### config.mk
export PLATFORM = sky130hd
export DESIGN_NAME = afs_supervisor
export DESIGN_NICKNAME = d
export VERILOG_FILES = /design/src/verilog/afs_pkg.sv /design/src/verilog/afs_test_if.sv /design/src/verilog/afs_timebase.sv /design/src/verilog/afs_selftest.sv /design/src/verilog/afs_supervisor.sv
export SDC_FILE = /design/constraint.sdc
export NUM_CORES = 1
export LEC_CHECK = 0
export ABC_AREA = 1
export BUFFER_PORTS_ARGS = -buffer_cell sky130_fd_sc_hd__buf_4
export CAP_MARGIN = 20
export CORE_MARGIN = 2
export CORE_UTILIZATION = 45
export DETAILED_ROUTE_END_ITERATION = 6
export PLACE_DENSITY = 0.66
export SLEW_MARGIN = 20
export SYNTH_ARGS = -nofsm -noshare
export SYNTH_HDL_FRONTEND = slang
export SYNTH_SLANG_ARGS = --single-unit
### constraint.sdc
create_clock -name clk_i -period 2.2 [get_ports clk_i]
set_clock_uncertainty 0.1 [all_clocks]
set_input_delay 0.11 -clock clk_i [delete_from_list [all_inputs] [get_ports clk_i]]
set_output_delay 0.11 -clock clk_i [all_outputs]
set_load 0.005 [all_outputs]
### src/verilog/afs_pkg.sv
// Constants, register map and types shared by the availability fault supervisor
package afs_pkg;

  // Timebase
  localparam int unsigned CLK_MHZ        = 100;
  localparam int unsigned TICK_MS        = 10;
  localparam int unsigned TEST_MIN       = 5;
  localparam int unsigned TICK_CYC_DEF   = TICK_MS * CLK_MHZ * 1000;
  localparam int unsigned TEST_TICKS_DEF = TEST_MIN * 60 * 1000 / TICK_MS;

  // Register map, byte addresses
  localparam logic [7:0] ADDR_CTRL     = 8'h00;
  localparam logic [7:0] ADDR_STATUS   = 8'h04;
  localparam logic [7:0] ADDR_IRQ_STAT = 8'h08;
  localparam logic [7:0] ADDR_IRQ_MASK = 8'h0c;
  localparam logic [7:0] ADDR_COND     = 8'h10;

  // Sampled condition vector
  localparam int C_VOLT   = 0;
  localparam int C_RATE   = 1;
  localparam int C_PFAIL  = 2;
  localparam int C_ABN    = 3;
  localparam int C_POS    = 4;
  localparam int C_LOCK   = 5;
  localparam int C_IDLE   = 6;
  localparam int C_CUSTOM = 7;
  localparam int C_EXT    = 8;
  localparam int C_AUTO   = 9;
  localparam int C_FORCE  = 10;
  localparam int NCOND    = 11;
  localparam logic [NCOND-1:0] COND_RST = 11'h000;

  // Status register bits
  localparam int S_UNAVAIL = 0;
  localparam int S_INHIBIT = 1;
  localparam int S_LATCH   = 2;
  localparam int S_MOTOR   = 3;
  localparam int S_CUST    = 4;
  localparam int S_BUSY    = 5;
  localparam int S_OFF     = 6;
  localparam int NSTAT     = 7;

  // Interrupt events
  localparam int EV_UNAVAIL = 0;
  localparam int EV_TFAIL   = 1;
  localparam int EV_RESET   = 2;
  localparam int NEV        = 3;
  localparam logic [NEV-1:0] IRQ_MASK_RST = 3'h0;

  localparam int CTRL_TEST = 0;

  typedef enum logic [1:0] {TS_IDLE, TS_FIRST, TS_REPEAT} afs_test_e;

endpackage

### src/verilog/afs_test_if.sv
// Handshake between supervisor and self-test engine
`timescale 1ns/1ps
interface afs_test_if;
  logic start;
  logic busy;
  logic done;
  logic motor_fail;
  logic cust_fail;
  modport ctrl (output start, input busy, input done, input motor_fail, input cust_fail);
  modport test (input start, output busy, output done, output motor_fail, output cust_fail);
endinterface

### src/verilog/afs_timebase.sv
// Free-running timebase giving the sampling tick and the self-test tick
`timescale 1ns/1ps
module afs_timebase import afs_pkg::*; #(
  parameter int unsigned TICK_CYC   = TICK_CYC_DEF,
  parameter int unsigned TEST_TICKS = TEST_TICKS_DEF
) (
  input  wire logic clk_i,
  input  wire logic rstn_i,
  output logic      tick_o,
  output logic      test_tick_o
);
  logic [31:0] cyc_q;
  logic [31:0] tks_q;
  wire         cyc_end = (cyc_q == TICK_CYC - 1);
  wire         tks_end = (tks_q == TEST_TICKS - 1);

  always_ff @(posedge clk_i or negedge rstn_i) begin
    if (!rstn_i) begin
      cyc_q       <= 32'h0;
      tks_q       <= 32'h0;
      tick_o      <= 1'b0;
      test_tick_o <= 1'b0;
    end else begin
      cyc_q       <= cyc_end ? 32'h0 : cyc_q + 32'h1;
      if (cyc_end) begin
        tks_q <= tks_end ? 32'h0 : tks_q + 32'h1;
      end
      tick_o      <= cyc_end;
      test_tick_o <= cyc_end && tks_end;
    end
  end
endmodule

### src/verilog/afs_selftest.sv
// Motorisation self-test engine with one confirming repeat
`timescale 1ns/1ps
module afs_selftest import afs_pkg::*; (
  input  wire logic clk_i,
  input  wire logic rstn_i,
  input  wire logic motor_sense_ok_i,
  input  wire logic cust_input_ok_i,
  afs_test_if.test  tst
);
  afs_test_e state_q;
  logic      m1_q;
  logic      c1_q;
  logic      mf_q;
  logic      cf_q;
  logic      done_q;
  wire       fail_now = !motor_sense_ok_i || !cust_input_ok_i;

  assign tst.busy       = (state_q != TS_IDLE);
  assign tst.done       = done_q;
  assign tst.motor_fail = mf_q;
  assign tst.cust_fail  = cf_q;

  always_ff @(posedge clk_i or negedge rstn_i) begin
    if (!rstn_i) begin
      state_q <= TS_IDLE;
      m1_q    <= 1'b0;
      c1_q    <= 1'b0;
      mf_q    <= 1'b0;
      cf_q    <= 1'b0;
      done_q  <= 1'b0;
    end else begin
      done_q <= 1'b0;
      unique case (state_q)
        TS_IDLE: begin
          if (tst.start) begin
            state_q <= TS_FIRST;
            mf_q    <= 1'b0;
            cf_q    <= 1'b0;
          end
        end
        // Repeat once on failure
        TS_FIRST: begin
          m1_q    <= !motor_sense_ok_i;
          c1_q    <= !cust_input_ok_i;
          state_q <= fail_now ? TS_REPEAT : TS_IDLE;
          done_q  <= !fail_now;
        end
        // Confirm only double failures
        TS_REPEAT: begin
          mf_q    <= m1_q && !motor_sense_ok_i;
          cf_q    <= c1_q && !cust_input_ok_i;
          state_q <= TS_IDLE;
          done_q  <= 1'b1;
        end
        default: state_q <= TS_IDLE;
      endcase
    end
  end
endmodule

### src/verilog/afs_supervisor.sv
// Availability and fault supervisor for the motorisation module
//
// How it works
// Relay closed only while module available
// Self-test at power-up, manual-to-auto, every 5 min
// Failed test repeated once, confirmed if twice
// Unavailable: relay open, ready off, fault on
// Fault indication latched until reset
// Latch cleared by auto-manual-auto selector cycle
// Availability informative; inhibit only listed causes
// Manual, supply, rate, powerfail: unavailable, inhibit
// Abnormal, position, locked, idle current inhibit
// Motor, customer test, customisation, external: no inhibit
// Conditions sampled every 10 ms, motor 5 min
// Fault/manual indicator in manual or fault
// Fault/manual indicator lit during force-off
// Force-off drives off, overrides, reports unavailable
// All clear and reset restores availability
// One free-running timebase gives both ticks
`timescale 1ns/1ps
module afs_supervisor import afs_pkg::*; #(
  parameter int unsigned TICK_CYC   = TICK_CYC_DEF,
  parameter int unsigned TEST_TICKS = TEST_TICKS_DEF
) (
  input  wire logic        clk_i,
  input  wire logic        rstn_i,
  input  wire logic        automatic_position_i,
  input  wire logic        force_off_i,
  input  wire logic        supply_out_of_range_i,
  input  wire logic        op_rate_fault_i,
  input  wire logic        power_fail_i,
  input  wire logic        abnormal_switch_i,
  input  wire logic        position_missed_i,
  input  wire logic        locked_mode_i,
  input  wire logic        idle_current_i,
  input  wire logic        bad_customisation_i,
  input  wire logic        ext_fault_i,
  input  wire logic        motor_sense_ok_i,
  input  wire logic        cust_input_ok_i,
  input  wire logic [7:0]  reg_addr_i,
  input  wire logic [31:0] reg_wdata_i,
  input  wire logic        reg_wr_i,
  input  wire logic        reg_rd_i,
  output logic [31:0]      reg_rdata_o,
  output logic             availability_relay_contact_o,
  output logic             ready_led_o,
  output logic             fault_led_o,
  output logic             motor_inhibit_o,
  output logic             drive_off_o,
  output logic             irq_o
);

  afs_test_if tst ();

  logic              tick;
  logic              test_tick;
  logic [NCOND-1:0]  s_q;
  logic [NCOND-1:0]  s_d;
  logic              latch_q;
  logic              latch_d;
  logic              por_q;
  logic              unavail_q;
  logic [NEV-1:0]    irq_stat_q;
  logic [NEV-1:0]    irq_stat_d;
  logic [NEV-1:0]    irq_mask_q;

  // Shared timebase
  afs_timebase #(
    .TICK_CYC   (TICK_CYC),
    .TEST_TICKS (TEST_TICKS)
  ) u_timebase (
    .clk_i       (clk_i),
    .rstn_i      (rstn_i),
    .tick_o      (tick),
    .test_tick_o (test_tick)
  );

  afs_selftest u_selftest (
    .clk_i            (clk_i),
    .rstn_i           (rstn_i),
    .motor_sense_ok_i (motor_sense_ok_i),
    .cust_input_ok_i  (cust_input_ok_i),
    .tst              (tst)
  );

  // Pin picture as one vector
  wire [NCOND-1:0] pins = {force_off_i, automatic_position_i, ext_fault_i,
                           bad_customisation_i, idle_current_i, locked_mode_i,
                           position_missed_i, abnormal_switch_i, power_fail_i,
                           op_rate_fault_i, supply_out_of_range_i};

  // Conditions move only on the sampling tick
  assign s_d = tick ? pins : s_q;

  wire auto_d   = s_d[C_AUTO];
  wire force_d  = s_d[C_FORCE];
  wire manual_d = !auto_d;

  // Selector back in auto after manual
  wire reset_ev = tick && pins[C_AUTO] && !s_q[C_AUTO];

  // Motor detection only from self-tests: 5 min, power-up, return to auto, register request
  wire test_fail = (tst.motor_fail || tst.cust_fail) && !reset_ev;

  // Inhibiting causes at any mode
  wire inhib_any = s_d[C_VOLT] || s_d[C_RATE] || s_d[C_PFAIL];
  // Inhibiting causes outside manual
  wire inhib_auto = auto_d && (s_d[C_ABN] || s_d[C_POS] || s_d[C_LOCK] || s_d[C_IDLE]);
  // Non-inhibiting causes
  wire info_only = s_d[C_CUSTOM] || s_d[C_EXT] || test_fail;

  wire fault_now = auto_d && (inhib_any || inhib_auto || info_only);

  // Latch holds; a new fault beats the reset
  assign latch_d = (latch_q && !reset_ev) || fault_now;

  // Inhibit only for designated causes
  wire inhibit_d = manual_d || force_d || inhib_any || inhib_auto;

  // Force-off reports unavailable
  wire unavail_d = manual_d || force_d || inhib_any || inhib_auto || info_only || latch_d;

  // Test triggers; busy engine ignores extra starts
  wire sw_test  = reg_wr_i && (reg_addr_i == ADDR_CTRL) && reg_wdata_i[CTRL_TEST];
  wire test_req = por_q || reset_ev || test_tick || sw_test;
  assign tst.start = test_req && !tst.busy;

  // Register decode
  wire wr_stat = reg_wr_i && (reg_addr_i == ADDR_IRQ_STAT);
  wire wr_mask = reg_wr_i && (reg_addr_i == ADDR_IRQ_MASK);

  wire [NEV-1:0] events;
  assign events[EV_UNAVAIL] = unavail_d && !unavail_q;
  assign events[EV_TFAIL]   = tst.done && (tst.motor_fail || tst.cust_fail);
  assign events[EV_RESET]   = reset_ev && latch_q;

  // Event wins over a simultaneous write-one-to-clear
  wire [NEV-1:0] w1c = wr_stat ? reg_wdata_i[NEV-1:0] : '0;
  assign irq_stat_d = (irq_stat_q & ~w1c) | events;

  wire [NSTAT-1:0] status;
  assign status[S_UNAVAIL] = unavail_q;
  assign status[S_INHIBIT] = motor_inhibit_o;
  assign status[S_LATCH]   = latch_q;
  assign status[S_MOTOR]   = tst.motor_fail;
  assign status[S_CUST]    = tst.cust_fail;
  assign status[S_BUSY]    = tst.busy;
  assign status[S_OFF]     = drive_off_o;

  wire hit_ctrl = (reg_addr_i == ADDR_CTRL);
  wire hit_stat = (reg_addr_i == ADDR_STATUS);
  wire hit_irqs = (reg_addr_i == ADDR_IRQ_STAT);
  wire hit_mask = (reg_addr_i == ADDR_IRQ_MASK);
  wire hit_cond = (reg_addr_i == ADDR_COND);

  // Control bit is a pulse, so it reads back as zero
  wire [31:0] rd_mux = hit_ctrl ? 32'h0 :
                       hit_stat ? {{(32-NSTAT){1'b0}}, status} :
                       hit_irqs ? {{(32-NEV){1'b0}}, irq_stat_q} :
                       hit_mask ? {{(32-NEV){1'b0}}, irq_mask_q} :
                       hit_cond ? {{(32-NCOND){1'b0}}, s_q} : 32'h0;

  // Manual until first sample, so nothing shows available before it
  always_ff @(posedge clk_i or negedge rstn_i) begin
    if (!rstn_i) begin
      s_q     <= COND_RST;
      latch_q <= 1'b0;
      por_q   <= 1'b1;
    end else begin
      s_q     <= s_d;
      latch_q <= latch_d;
      por_q   <= 1'b0;
    end
  end

  // Relay, ready and fault outputs follow the availability verdict together
  always_ff @(posedge clk_i or negedge rstn_i) begin
    if (!rstn_i) begin
      unavail_q                    <= 1'b1;
      availability_relay_contact_o <= 1'b0;
      ready_led_o                  <= 1'b0;
      fault_led_o                  <= 1'b1;
      motor_inhibit_o              <= 1'b1;
      drive_off_o                  <= 1'b0;
    end else begin
      unavail_q                    <= unavail_d;
      // Relay closed while available
      availability_relay_contact_o <= !unavail_d;
      // Ready back once everything clear
      ready_led_o                  <= !unavail_d;
      // Manual or fault lights the indicator
      // Force-off lights it too
      fault_led_o                  <= unavail_d;
      motor_inhibit_o              <= inhibit_d;
      // Off order overrides all others
      drive_off_o                  <= force_d;
    end
  end

  always_ff @(posedge clk_i or negedge rstn_i) begin
    if (!rstn_i) begin
      irq_stat_q  <= '0;
      irq_mask_q  <= IRQ_MASK_RST;
      irq_o       <= 1'b0;
      reg_rdata_o <= 32'h0;
    end else begin
      irq_stat_q  <= irq_stat_d;
      irq_mask_q  <= wr_mask ? reg_wdata_i[NEV-1:0] : irq_mask_q;
      irq_o       <= |(irq_stat_d & (wr_mask ? reg_wdata_i[NEV-1:0] : irq_mask_q));
      reg_rdata_o <= reg_rd_i ? rd_mux : 32'h0;
    end
  end

  logic [2:0] tick_age_q;
  always_ff @(posedge clk_i or negedge rstn_i) begin
    if (!rstn_i) begin
      tick_age_q <= 3'h7;
    end else begin
      tick_age_q <= tick ? 3'h0 : (tick_age_q == 3'h7 ? tick_age_q : tick_age_q + 3'h1);
    end
  end
endmodule

## After elaboration in Yosys (flattened, before gate mapping)

Cells that the tools add are included.

- Register bits after elaboration: 108
- Input port bits: 57
- Output and inout bits: 38
- Word-level logic and storage cells: 106

- Add/subtract/negate cells: 2
- Eq/ne operators: 9
- Muxes and demuxes: 18
- Bitwise gates (word level): 4
- Reductions and logical operators: 52

Operator list:

| operator | count |
|---|---|
| 2-to-1 mux 11 bit | 7 |
| adder 32 x 1 -> 32 bit (second input constant) | 2 |
| 2-to-1 mux 32 bit | 2 |
| == test 32 x 15 -> 1 bit (second input constant) | 1 |
| == test 32 x 20 -> 1 bit (second input constant) | 1 |
| logical OR 1 bit | 20 |
| logical AND 1 bit | 17 |
| == test 8 x 4 -> 1 bit (second input constant) | 2 |
| zero test 1 bit | 9 |
| == test 8 x 3 -> 1 bit (second input constant) | 1 |
| == test 8 x 5 -> 1 bit (second input constant) | 1 |
| zero test 8 bit | 1 |
| AND 3 bit | 2 |
| 2-to-1 mux 3 bit | 2 |
| one-hot mux 1 bit (2 select lines) | 3 |
| 2-to-1 mux 2 bit | 2 |
| one-hot mux 2 bit (2 select lines) | 1 |
| nonzero test 2 bit | 2 |
| NOT 3 bit | 1 |
| OR 3 bit | 1 |
| OR reduction 3 bit | 1 |
| == test 2 x 1 -> 1 bit (second input constant) | 1 |
| == test 2 bit (second input constant) | 1 |
| zero test 2 bit | 1 |
| other kinds (3) | 3 |

## Logic depth before layout (Yosys ltp)

Gate-level depths: netlist (run 1).

- Word-level depth: 14
- Depth in mapped cells: 12
- Depth with buffers taken out: 12

## Hierarchy

A second synthesis (run 1) with hierarchy kept.

- Cells, all modules: 950
- Area, all modules: 6576.3 um2

Modules (own cells, without submodules):

| module | instances | cells an instance | area each (um2) | sequential area each (um2) |
|---|---|---|---|---|
| afs_timebase | 1 | 688 | 4414.2 | 1651.6 |
| afs_supervisor | 1 | 219 | 1798.0 | 854.6 |
| afs_selftest | 1 | 43 | 364.1 | 175.2 |

## Worst setup path after synthesis (run 1)

OpenSTA, ideal clock, no wires.

- Path type: register to register
- Start: register u_timebase.cyc_q[0]
- End: register u_timebase.tks_q[10]
- Library setup time: 119 ps
- Data arrival time: 1504 ps
- Data required time: 1981 ps
- Setup slack: 477 ps
- Stages on the path, launching flop included: 11
- Buffers on the path: 1
- Clock period less this slack: 1723 ps
- Cell sequence: dfrtp_1 > ha_1 > nand2_2 > nor2_4 > nand4_2 > nor3_2 > nor2b_4 > inv_2 > buf_2 > nand2_1 > nand2_1

- Longest elaborated chain between the ends: 1

Ends and longest elaborated chain:

| item | RTL line | source |
|---|---|---|
| from (decl) | afs_timebase.sv:12 | `logic [31:0] cyc_q;` |
| from (signal assigned) | afs_timebase.sv:24 | `cyc_q <= cyc_end ? 32'h0 : cyc_q + 32'h1;` |
| == test 32 x 20 -> 1 bit | afs_timebase.sv:14 | `wire cyc_end = (cyc_q == TICK_CYC - 1);` |
| to (signal assigned) | afs_timebase.sv:26 | `tks_q <= tks_end ? 32'h0 : tks_q + 32'h1;` |
| to (decl) | afs_timebase.sv:13 | `logic [31:0] tks_q;` |

No other way between the ends.
A chain may end at the register's enable or synchronous reset.

## Worst setup path in the final report (run 1)

- Start: register u_timebase.tick_o
- End: register irq_o

- Elaborated cells on any way between the ends: 29
- Classes of those cells: 1 x mux; 2 x bitwise; 26 x reduce/logical

RTL lines:

| item | RTL line | source |
|---|---|---|
| from (decl) | afs_timebase.sv:9 | `output logic tick_o,` |
| from (signal assigned) | afs_timebase.sv:28 | `tick_o <= cyc_end;` |
| 2-to-1 mux 11 bit * | afs_supervisor.sv:93 | `assign s_d = tick ? pins : s_q;` |
| net s_d[5] | afs_supervisor.sv:58 | `logic [NCOND-1:0] s_d;` |
| logical OR 1 bit * (2 in a row) | afs_supervisor.sv:108 | `wire inhib_auto = auto_d && (s_d[C_ABN] \|\| s_d[C_POS] \|\| s_d[C_LOCK] \|\| s_d[C_IDLE]);` |
| logical AND 1 bit * | afs_supervisor.sv:108 |  |
| logical OR 1 bit (2 in a row) | afs_supervisor.sv:112 | `wire fault_now = auto_d && (inhib_any \|\| inhib_auto \|\| info_only);` |
| logical AND 1 bit | afs_supervisor.sv:112 |  |
| logical OR 1 bit | afs_supervisor.sv:115 | `assign latch_d = (latch_q && !reset_ev) \|\| fault_now;` |
| logical OR 1 bit * | afs_supervisor.sv:121 | `wire unavail_d = manual_d \|\| force_d \|\| inhib_any \|\| inhib_auto \|\| info_only \|\| latch_d;` |
| net unavail_d | afs_supervisor.sv:121 |  |
| logical AND 1 bit * | afs_supervisor.sv:133 | `assign events[EV_UNAVAIL] = unavail_d && !unavail_q;` |
| OR 3 bit * | afs_supervisor.sv:139 | `assign irq_stat_d = (irq_stat_q & ~w1c) \| events;` |
| net irq_stat_d[0] | afs_supervisor.sv:64 | `logic [NEV-1:0] irq_stat_d;` |
| AND 3 bit * | afs_supervisor.sv:209 | `irq_o <= \|(irq_stat_d & (wr_mask ? reg_wdata_i[NEV-1:0] : irq_mask_q));` |
| OR reduction 3 bit * | afs_supervisor.sv:209 |  |
| to (signal assigned) | afs_supervisor.sv:209 |  |
| to (decl) | afs_supervisor.sv:50 | `output logic irq_o` |

Mark *: on every way through the listed nets, which the timed path passes. The rest lies on a longest branch.

==> impl_results.html, run 1 <==
<table>
<tr><th>Metric</th><th>Value</th></tr>
<tr><th colspan="2">GRT</th></tr>
<tr><td>Antenna violations before repair</td><td>0</td></tr>
<tr><td>Largest net degree at the start of global routing</td><td>45</td></tr>
<tr><td>Overall fraction of global-route tracks in use</td><td>20.5%</td></tr>
<tr><td>Grt ovf</td><td>0</td></tr>
<tr><td>Vias in the first global route</td><td>5115</td></tr>
<tr><td>Global-route wire length before repair</td><td>24200 um</td></tr>
<tr><th colspan="2">STA</th></tr>
<tr><td>Worst max-slew margin expressed relative to the limit</td><td>66.5%</td></tr>
<tr><td>Minimum clock period after layout</td><td>1.93 ns</td></tr>
<tr><td>Setup-violating endpoint count in the final report</td><td>0</td></tr>
<tr><td>Max Transition Viols Final</td><td>0</td></tr>
<tr><td>Highest attainable clock frequency</td><td>517 MHz</td></tr>
<tr><td>Setup TNS</td><td>0 ns</td></tr>
<tr><td>Final Hold Violating Endpoints</td><td>0</td></tr>
<tr><td>Worst hold slack after final layout</td><td>0.0112 ns</td></tr>
<tr><td>Slew at the pin closest to its max-slew limit</td><td>0.499 ns</td></tr>
<tr><td>Unrepaired setup endpoints after global routing</td><td>false</td></tr>
<tr><td>Final cycle utilization of the critical path</td><td>87.9%</td></tr>
<tr><th colspan="2">Placement</th></tr>
<tr><td>Cell count after placement</td><td>1050</td></tr>
<tr><td>Routability Congestion</td><td>0.968</td></tr>
<tr><td>Post-DP HPWL</td><td>10900 um</td></tr>
<tr><td>Count of input and output buffers</td><td>44</td></tr>
<tr><th colspan="2">Detailed routing</th></tr>
<tr><td>Detailed Route Iter0 Violations</td><td>445</td></tr>
<tr><td>Length of routed wiring on met1</td><td>6770 um</td></tr>
<tr><td>Vias</td><td>5363</td></tr>
<tr><td>Total Wirelength</td><td>14300 um</td></tr>
<tr><td>WL/cell</td><td>13.3 um</td></tr>
<tr><td>Top routing layer in use</td><td>met4</td></tr>
<tr><td>Vias per inst</td><td>4.97</td></tr>
<tr><td>Residual DRC count</td><td>0</td></tr>
<tr><td>Routed length on met3</td><td>686 um</td></tr>
<tr><td>Sum of met2 wire segment lengths after detailed routing</td><td>6500 um</td></tr>
<tr><td>Antenna violation net count after detailed routing</td><td>0</td></tr>
<tr><td>Router iterations before antenna repair</td><td>5</td></tr>
<tr><th colspan="2">Power</th></tr>
<tr><td>Net switching power</td><td>0.964 mW</td></tr>
<tr><td>Pleak</td><td>3.60 nW</td></tr>
<tr><td>Gate power share</td><td>7.7%</td></tr>
<tr><td>Sequential power share</td><td>51.1%</td></tr>
<tr><td>Sw Share</td><td>23.8%</td></tr>
<tr><td>Overall power of the completed layout</td><td>4.04 mW</td></tr>
<tr><td>Maximum resistive drop on vdd</td><td>0.300 mV</td></tr>
<tr><td>Power Internal</td><td>3.08 mW</td></tr>
<tr><td>Part of the total power dissipated in the clock network</td><td>41.1%</td></tr>
<tr><td>Total power density per cell area</td><td>565 nW/um^2</td></tr>
<tr><th colspan="2">Clocking</th></tr>
<tr><td>Worst-skew pair later-pin latency</td><td>0.35 ns</td></tr>
<tr><td>CTS H-Tree Depth</td><td>3</td></tr>
<tr><td>CTS Buf Count</td><td>9</td></tr>
<tr><td>TritonCTS clock tree</td><td>built</td></tr>
<tr><td>CTS Sinks</td><td>107</td></tr>
<tr><td>Max Buffers Root-to-Sink</td><td>2</td></tr>
<tr><td>Number of buffers inserted for hold repair after clock tree synthesis</td><td>13</td></tr>
<tr><td>Clock transition at the register clock pins on the worst setup and hold paths after CTS</td><td>0.07 ns</td></tr>
<tr><td>Count of cells resized by post-cts repair</td><td>0</td></tr>
<tr><td>Clock tree root driver cell</td><td>clkbuf_16</td></tr>
<tr><td>Setup fix buffers added after clock tree synthesis</td><td>0</td></tr>
<tr><th colspan="2">Critical path</th></tr>
<tr><td>Startpoint of the worst register-to-register path</td><td>u_timebase.tick_o$_DFF_PN0_</td></tr>
<tr><td>Depth of the worst register-to-register path</td><td>11</td></tr>
<tr><td>CP Data Arrival Time</td><td>2.08 ns</td></tr>
<tr><td>Data required time at the worst endpoint</td><td>2.35 ns</td></tr>
<tr><td>Crit path max fanout</td><td>17</td></tr>
<tr><td>Startpoint Class</td><td>flop</td></tr>
<tr><td>End of the worst register-to-register path</td><td>irq_o$_DFF_PN0_</td></tr>
<tr><td>Register-to-register setup slack</td><td>0.27 ns</td></tr>
<tr><td>Endpoint class of the critical path</td><td>flop</td></tr>
<tr><td>Setup CP Type</td><td>reg -&gt; reg</td></tr>
<tr><th colspan="2">Hold path</th></tr>
<tr><td>Worst Min Path Start</td><td>reg_rd_i</td></tr>
<tr><td>End of the worst hold path</td><td>reg_rdata_o[10]$_DFF_PN0_</td></tr>
<tr><td>Hold-critical path depth</td><td>3</td></tr>
<tr><td>Class of the worst hold path</td><td>in -&gt; reg</td></tr>
<tr><th colspan="2">Logic synthesis</th></tr>
<tr><td>Number of synthesized flops with an enable pin</td><td>0</td></tr>
<tr><td>Mean Syn Cell Area</td><td>7.57 um^2</td></tr>
<tr><td>Number of warning messages in the yosys log</td><td>0</td></tr>
<tr><td>Asr flop ratio synth</td><td>100%</td></tr>
<tr><td>Synth area leaders</td><td>dfrtp_1 (42%), nand2_1 (13%), inv_1 (7.2%), nor2_1 (6.0%), xor2_1 (5.1%)</td></tr>
<tr><td>Flop and latch count out of synthesis</td><td>107</td></tr>
<tr><td>Share of Yosys cell area claimed by the top area cell type</td><td>41.7%</td></tr>
<tr><td>Synthesized instance count</td><td>825</td></tr>
<tr><td>Flip-flop cell with the highest count after synthesis</td><td>dfrtp_1</td></tr>
<tr><td>Netlist cell types</td><td>36</td></tr>
<tr><td>Cell type with the largest total area after synthesis</td><td>dfrtp_1</td></tr>
<tr><td>Cell Area, Synth</td><td>6240 um^2</td></tr>
<tr><td>Fraction of the yosys area taken by sequential cells</td><td>42.9%</td></tr>
<tr><th colspan="2">Cells and area</th></tr>
<tr><td>Net total in the final layout</td><td>956</td></tr>
<tr><td>Layout Utilization</td><td>52.2%</td></tr>
<tr><td>ANT cells</td><td>0</td></tr>
<tr><td>Final standard cell count with taps included and fillers excluded</td><td>1079</td></tr>
<tr><td>Layout overhead on the synthesized area</td><td>14.7%</td></tr>
<tr><td>Fraction of layout instances using a drive strength above 1</td><td>11.3%</td></tr>
<tr><td>Most common cell after layout, fill and taps aside</td><td>nand2_1</td></tr>
<tr><td>Commonest cells after routing, fill and taps aside</td><td>nand2_1 (221), inv_1 (119), dfrtp_1 (104), nor2_1 (99), buf_4 (52)</td></tr>
<tr><th colspan="2">Status</th></tr>
<tr><td>Status</td><td>finished clean</td></tr>
<tr><th colspan="2">Floorplanning</th></tr>
<tr><td>Cell row count</td><td>43</td></tr>
<tr><td>Chip Width</td><td>122 um</td></tr>
<tr><td>Effective utilization at floorplan</td><td>45.5%</td></tr>
<tr><td>Die Footprint</td><td>14800 um^2</td></tr>
<tr><td>Core area</td><td>13700 um^2</td></tr>
<tr><td>IO Pins</td><td>95</td></tr>
<tr><td>Die extent in y</td><td>122 um</td></tr>
<tr><th colspan="2">Flow run</th></tr>
<tr><td>Maxcap violations</td><td>0</td></tr>
</table>
worst max-delay path, cell delays in order, from the launching register on:
cell and delay (ns):
dfrtp_1 0.64, inv_1 0.21, nand2_1 0.10, nand2_1 0.07, nor2_1 0.10, nand2_1 0.07
nand2_1 0.07, nand4_1 0.19, nand2_1 0.11, nand2_1 0.07, nand2_1 0.06, nand2_1 0.04
flip-flops by register name, summed over array words and instances (netlist names):
register,flops
u_timebase.tks_q,32
u_selftest.m1_q,1
ready_led_o,1
latch_q,1
u_selftest.c1_q,1
drive_off_o,1
irq_stat_q,3
motor_inhibit_o,1
reg_rdata_o,11
u_selftest.tst.cust_fail,1
u_selftest.tst.done,1
por_q,1
unavail_q,1
u_timebase.cyc_q,32
irq_mask_q,3
u_timebase.tick_o,1
u_selftest.tst.motor_fail,1
irq_o,1
u_selftest.state_q,2
s_q,10
u_timebase.test_tick_o,1
cell usage after synthesis (3+ instances only):
master,number
buf_2,3
buf_4,22
nor3_1,28
dfrtp_1,104
inv_1,119
xnor2_1,7
o21ai_2,7
nor2_1,99
dfstp_2,3
nand3_2,10
xor2_1,36
o21ai_1,8
nand3_1,50
nand4_1,37
ha_1,5
nand2_1,221
a211oi_1,3
nand3b_1,7
a21oi_1,8
o21ai_0,21
nor4_1,4
final cells by class:
cell class              count  area [um^2]
fillers                  1333         6560
multi-input cells         587         2910
flip-flops and latches    107         2680
repair buffers             68          581
inverters                 121          454
clock buffers              11          243
well taps                 180          225
clock inverters             5         61.3
power by group through the flow:
| stage | Sequential (mW) | Combinational, mW | Clock, mW |
|---|---|---|---|
| 2_1_floorplan | 2.10 | 0.198 | 0 |
| 4_1_cts | 2.07 | 0.319 | 1.70 |
| 5_1_grt | 2.07 | 0.367 | 1.78 |
| 3_5_place_dp | 2.11 | 0.299 | 0 |
| 3_3_place_gp | 2.11 | 0.295 | 0 |
| 6_report | 2.07 | 0.313 | 1.66 |
stage by stage:
stage	cell area, um^2	setup WS [ns]
global placement	6730	0.278
detailed placement	6730	0.251
global route	7160	0.0290
floorplan	6320	0.477
finish	7160	0.266
CTS	7160	0.245
kinds of logic after synthesis:
kind of cell               after synthesis  synth area share [%]
adders and majority gates                5                  1.00
DFF                                    107                  42.9
and+or+nand+nor                        468                  33.8
other                                    1                0.0601
AOI/OAI and AO/OA                       49                  4.53
buffers and inverters                  152                  11.6
xor gates and xnor gates                43                  6.03
layer usage:
layer	up-vias	GRT usage (%)
li1	2721	-
met1	2478	28.0
met2	137	32.9
met3	27	2.90
met4	0	8.48
met5	-	0
worst max path at each step:
| stage | startpoint | to | slack (ns) |
|---|---|---|---|
| 2_1_floorplan | u_timebase.cyc_q[0]$_DFF_PN0_ | u_timebase.tks_q[10]$_DFFE_PN0P_ | 0.48 |
| 3_3_place_gp | u_timebase.tick_o$_DFF_PN0_ | irq_o$_DFF_PN0_ | 0.28 |
| 3_5_place_dp | u_timebase.cyc_q[0]$_DFF_PN0_ | u_timebase.tks_q[19]$_DFFE_PN0P_ | 0.25 |
| 4_1_cts | u_timebase.cyc_q[0]$_DFF_PN0_ | u_timebase.tks_q[2]$_DFFE_PN0P_ | 0.25 |
| 5_1_grt | u_timebase.cyc_q[0]$_DFF_PN0_ | u_timebase.tks_q[15]$_DFFE_PN0P_ | 0.03 |
| 6_report | u_timebase.tick_o$_DFF_PN0_ | irq_o$_DFF_PN0_ | 0.27 |
Note: power is estimated with default switching activity, not from simulation.
==> run 2: changes to the inputs <==
Settings changed: ABC_AREA 1 to unset, CORE_UTILIZATION 45 to 56, PLACE_DENSITY 0.66 to 0.8.
==> run 2 against run 1 <==
Compared with the run above:
- sequential cell count did not move
- the run now ends with negative setup slack left
- global-route usage grew 2.9 points
- cell area shrank 12%
- critical path depth down 3
- power decreased by 12%
- utilization grew 16 points
- count of clock-buffer cells in the layout down 2
==> impl_results.html, run 2 <==
<table>
<tr><th>Metric</th><th>Value</th></tr>
<tr><th colspan="2">Critical path</th></tr>
<tr><td>Endpoint class of the critical path</td><td>flop</td></tr>
<tr><td>Cell with the biggest individual delay on the critical path</td><td>dlygate4sd3_1</td></tr>
<tr><td>Worst setup path start</td><td>op_rate_fault_i</td></tr>
<tr><td>Data required time at the worst endpoint</td><td>2.37 ns</td></tr>
<tr><td>Startpoint of the worst register-to-register path</td><td>u_timebase.tick_o$_DFF_PN0_</td></tr>
<tr><td>CP Data Arrival Time</td><td>2.38 ns</td></tr>
<tr><td>Worst path max stage delay</td><td>0.54 ns</td></tr>
<tr><td>Worst-path cell chain</td><td>dlygate4sd3_1, buf_4, or4b_1, a22o_1, or3_4, clkinv_2, o2bb2ai_2, a221o_1</td></tr>
<tr><td>Setup CP Type</td><td>in -&gt; reg</td></tr>
<tr><td>End of the worst register-to-register path</td><td>irq_o$_DFF_PN0_</td></tr>
<tr><td>Worst path top cell family by delay</td><td>simple AND/OR/NAND/NOR gates</td></tr>
<tr><td>Buffering stage count on the worst path with inverters included</td><td>3</td></tr>
<tr><td>Startpoint Class</td><td>primary input</td></tr>
<tr><td>Crit path max fanout</td><td>2</td></tr>
<tr><td>Depth of the worst register-to-register path</td><td>6</td></tr>
<tr><td>Register-to-register setup slack</td><td>0.02 ns</td></tr>
<tr><th colspan="2">Cells and area</th></tr>
<tr><td>Registers with the highest flip-flop counts</td><td>u_timebase.cyc_q (32), u_timebase.tks_q (32), reg_rdata_o (11)</td></tr>
<tr><td>Commonest cells after routing, fill and taps aside</td><td>dfrtp_1 (104), buf_4 (84), nand3_1 (34), xnor2_1 (33), nand4_1 (30)</td></tr>
<tr><td>Net total in the final layout</td><td>664</td></tr>
<tr><td>Area of all placed cells without fillers</td><td>6310 um^2</td></tr>
<tr><td>Filler instances</td><td>674</td></tr>
<tr><td>Most common cell after layout, fill and taps aside</td><td>dfrtp_1</td></tr>
<tr><td>Layout Utilization</td><td>68.7%</td></tr>
<tr><td>ANT cells</td><td>0</td></tr>
<tr><td>Final standard cell count with taps included and fillers excluded</td><td>718</td></tr>
<tr><td>Layout overhead on the synthesized area</td><td>19.1%</td></tr>
<tr><td>Fraction of layout instances using a drive strength above 1</td><td>21.6%</td></tr>
<tr><th colspan="2">Floorplanning</th></tr>
<tr><td>Die Footprint</td><td>10300 um^2</td></tr>
<tr><td>Effective utilization at floorplan</td><td>57.7%</td></tr>
<tr><td>IO Pins</td><td>95</td></tr>
<tr><td>Core area</td><td>9200 um^2</td></tr>
<tr><td>Die extent in y</td><td>101 um</td></tr>
<tr><td>Cell row count</td><td>35</td></tr>
<tr><td>Chip Width</td><td>101 um</td></tr>
<tr><th colspan="2">Status</th></tr>
<tr><td>Status</td><td>finished, violations left</td></tr>
<tr><td>Violated checks</td><td>negative setup slack</td></tr>
<tr><th colspan="2">GRT</th></tr>
<tr><td>Overall fraction of global-route tracks in use</td><td>23.5%</td></tr>
<tr><td>Antenna violations before repair</td><td>0</td></tr>
<tr><td>Global-route wire length before repair</td><td>19200 um</td></tr>
<tr><td>Largest net degree at the start of global routing</td><td>44</td></tr>
<tr><td>Grt ovf</td><td>0</td></tr>
<tr><td>Vias in the first global route</td><td>4172</td></tr>
<tr><th colspan="2">Logic synthesis</th></tr>
<tr><td>Synth area leaders</td><td>dfrtp_1 (49%), xnor2_1 (5.4%), nand4_1 (3.5%), nand3_1 (3.2%), buf_4 (3.1%)</td></tr>
<tr><td>Synthesized instance count</td><td>507</td></tr>
<tr><td>Fraction of the yosys area taken by sequential cells</td><td>50.6%</td></tr>
<tr><td>Flip-flop cell with the highest count after synthesis</td><td>dfrtp_1</td></tr>
<tr><td>Cell type with the largest total area after synthesis</td><td>dfrtp_1</td></tr>
<tr><td>Cell Area, Synth</td><td>5300 um^2</td></tr>
<tr><td>Flop and latch count out of synthesis</td><td>107</td></tr>
<tr><td>Number of warning messages in the yosys log</td><td>0</td></tr>
<tr><td>Netlist cell types</td><td>57</td></tr>
<tr><td>Mean Syn Cell Area</td><td>10.5 um^2</td></tr>
<tr><td>Most used standard cells in the synthesized netlist</td><td>dfrtp_1 (104), nand3_1 (34), xnor2_1 (33)</td></tr>
<tr><td>Asr flop ratio synth</td><td>100%</td></tr>
<tr><td>Number of synthesized flops with an enable pin</td><td>0</td></tr>
<tr><td>Share of Yosys cell area claimed by the top area cell type</td><td>49.1%</td></tr>
<tr><td>Cell with the most instances after synthesis</td><td>dfrtp_1</td></tr>
<tr><th colspan="2">STA</th></tr>
<tr><td>Final Hold Violating Endpoints</td><td>0</td></tr>
<tr><td>Final cycle utilization of the critical path</td><td>100%</td></tr>
<tr><td>Max Transition Viols Final</td><td>0</td></tr>
<tr><td>Setup-violating endpoint count in the final report</td><td>1</td></tr>
<tr><td>Unrepaired setup endpoints after global routing</td><td>true</td></tr>
<tr><td>Minimum clock period after layout</td><td>2.21 ns</td></tr>
<tr><td>Highest attainable clock frequency</td><td>452 MHz</td></tr>
<tr><td>Setup slack after layout</td><td>-0.0102 ns</td></tr>
<tr><th colspan="2">Hold path</th></tr>
<tr><td>End of the worst hold path</td><td>reg_rdata_o[0]$_DFF_PN0_</td></tr>
<tr><td>Hold-critical path depth</td><td>3</td></tr>
<tr><td>Class of the worst hold path</td><td>in -&gt; reg</td></tr>
<tr><td>Worst Min Path Start</td><td>reg_addr_i[2]</td></tr>
<tr><th colspan="2">Detailed routing</th></tr>
<tr><td>WL/cell</td><td>15.7 um</td></tr>
<tr><td>Router iterations before antenna repair</td><td>4</td></tr>
<tr><td>Total Wirelength</td><td>11200 um</td></tr>
<tr><td>Detailed Route Iter0 Violations</td><td>159</td></tr>
<tr><td>Vias</td><td>4106</td></tr>
<tr><td>Antenna violation net count after detailed routing</td><td>0</td></tr>
<tr><td>Residual DRC count</td><td>0</td></tr>
<tr><td>Vias per inst</td><td>5.72</td></tr>
<tr><th colspan="2">Placement</th></tr>
<tr><td>Routability Congestion</td><td>0.938</td></tr>
<tr><td>Post-detailed-placement cell area</td><td>5920 um^2</td></tr>
<tr><td>Post-Place Setup Slack</td><td>-0.0739 ns</td></tr>
<tr><td>Post-DP HPWL</td><td>8080 um</td></tr>
<tr><td>Cell count after placement</td><td>682</td></tr>
<tr><td>Count of input and output buffers</td><td>44</td></tr>
<tr><th colspan="2">Clocking</th></tr>
<tr><td>CTS Buf Count</td><td>9</td></tr>
<tr><td>Clock tree root driver cell</td><td>clkbuf_8</td></tr>
<tr><td>TritonCTS clock tree</td><td>built</td></tr>
<tr><td>Clock transition at the register clock pins on the worst setup and hold paths after CTS</td><td>0.11 ns</td></tr>
<tr><td>CTS Sinks</td><td>107</td></tr>
<tr><td>CTS H-Tree Depth</td><td>3</td></tr>
<tr><td>Worst-skew pair later-pin latency</td><td>0.37 ns</td></tr>
<tr><td>Max Buffers Root-to-Sink</td><td>2</td></tr>
<tr><th colspan="2">Power</th></tr>
<tr><td>Net switching power</td><td>0.931 mW</td></tr>
<tr><td>Overall power of the completed layout</td><td>3.55 mW</td></tr>
<tr><td>Sw Share</td><td>26.2%</td></tr>
<tr><td>Total power density per cell area</td><td>562 nW/um^2</td></tr>
<tr><td>Part of the total power dissipated in the clock network</td><td>31.9%</td></tr>
<tr><td>Gate power share</td><td>9.8%</td></tr>
<tr><td>Sequential power share</td><td>58.2%</td></tr>
<tr><td>Power Internal</td><td>2.62 mW</td></tr>
<tr><td>Maximum resistive drop on vdd</td><td>0.326 mV</td></tr>
<tr><td>Pleak</td><td>2.97 nW</td></tr>
<tr><th colspan="2">Flow run</th></tr>
<tr><td>Maxcap violations</td><td>0</td></tr>
</table>
-- run 2: area by class of cell --
class | instances | area (um^2) | share of cell area [%]
well taps | 111 | 139 | 2.20
repair buffers | 103 | 831 | 13.2
clock inverters | 7 | 60.1 | 0.951
flip-flops and latches | 107 | 2680 | 42.5
inverters | 15 | 57.6 | 0.911
clock buffers | 9 | 124 | 1.96
multi-input cells | 366 | 2420 | 38.4
-- run 2: what timing repair did --
| action | in CTS | in global routing |
|---|---|---|
| endpoints found under the setup margin | 2 | 9 |
| pin swaps | 3 | 1 |
| buffers inserted | 2 | 0 |
| resized for setup | 1 | 2 |
| hold buffers | 18 | 0 |
| hold endpoints to repair | 127 | 0 |
-- run 2: logic make-up after synthesis --
| group | share of synthesized area [%] |
|---|---|
| xor+xnor | 8.09 |
| compound gates | 6.65 |
| mux | 4.08 |
| other cells | 0.0707 |
| buf+inv | 5.50 |
| simple gates | 23.9 |
| fa+ha+maj | 1.18 |
| flops | 50.6 |
-- run 2: through the flow --
stage                     setup TNS [ns]  hold slack [ns]
after global routing             -0.0416           0.0498
after global placement           -0.0330          -0.0683
after detailed placement         -0.0746          -0.0675
after CTS                              0           0.0206
after floorplan                        0           -0.286
final                            -0.0102           0.0342
-- run 2: how the worst max path moves through the flow --
stage / endpoint / depth (start not counted) / slack, ns
after floorplan: irq_o$_DFF_PN0_ / 6 / 0.04
after global placement: irq_o$_DFF_PN0_ / 6 / -0.03
after detailed placement: irq_o$_DFF_PN0_ / 6 / -0.07
after CTS: irq_o$_DFF_PN0_ / 8 / 0.008
after global routing: irq_o$_DFF_PN0_ / 8 / -0.04
final: irq_o$_DFF_PN0_ / 8 / -0.01
-- run 2: power groups by stage --
stage	logic, mW	clock network, mW	registers, mW
5_1_grt	0.401	1.24	2.07
3_3_place_gp	0.310	0	2.10
6_report	0.349	1.13	2.07
2_1_floorplan	0.213	0	2.09
4_1_cts	0.355	1.16	2.07
3_5_place_dp	0.327	0	2.11
-- run 2: per-layer routing --
metal  wire length, um  share of wire [%]  global-route usage, %  vias to the layer above
met1              4860                 43                   29.8                     2005
li1                  -                  -                      -                     1975
met4               159                1.4                   8.32                        0
met3               444                4.0                   3.31                       13
met2              5780                 51                   41.2                      113
met5                 0                  0                      0                        -
-- run 2: worst register-to-register path, delay by kind of cell, from the launching register on --
| family | cells | cell delay [ns] |
|---|---|---|
| buffers and inverters | 1 | 0.07 |
| and+or+nand+nor | 2 | 0.88 |
| AOI/OAI and AO/OA | 3 | 0.61 |
| DFF | 1 | 0.43 |
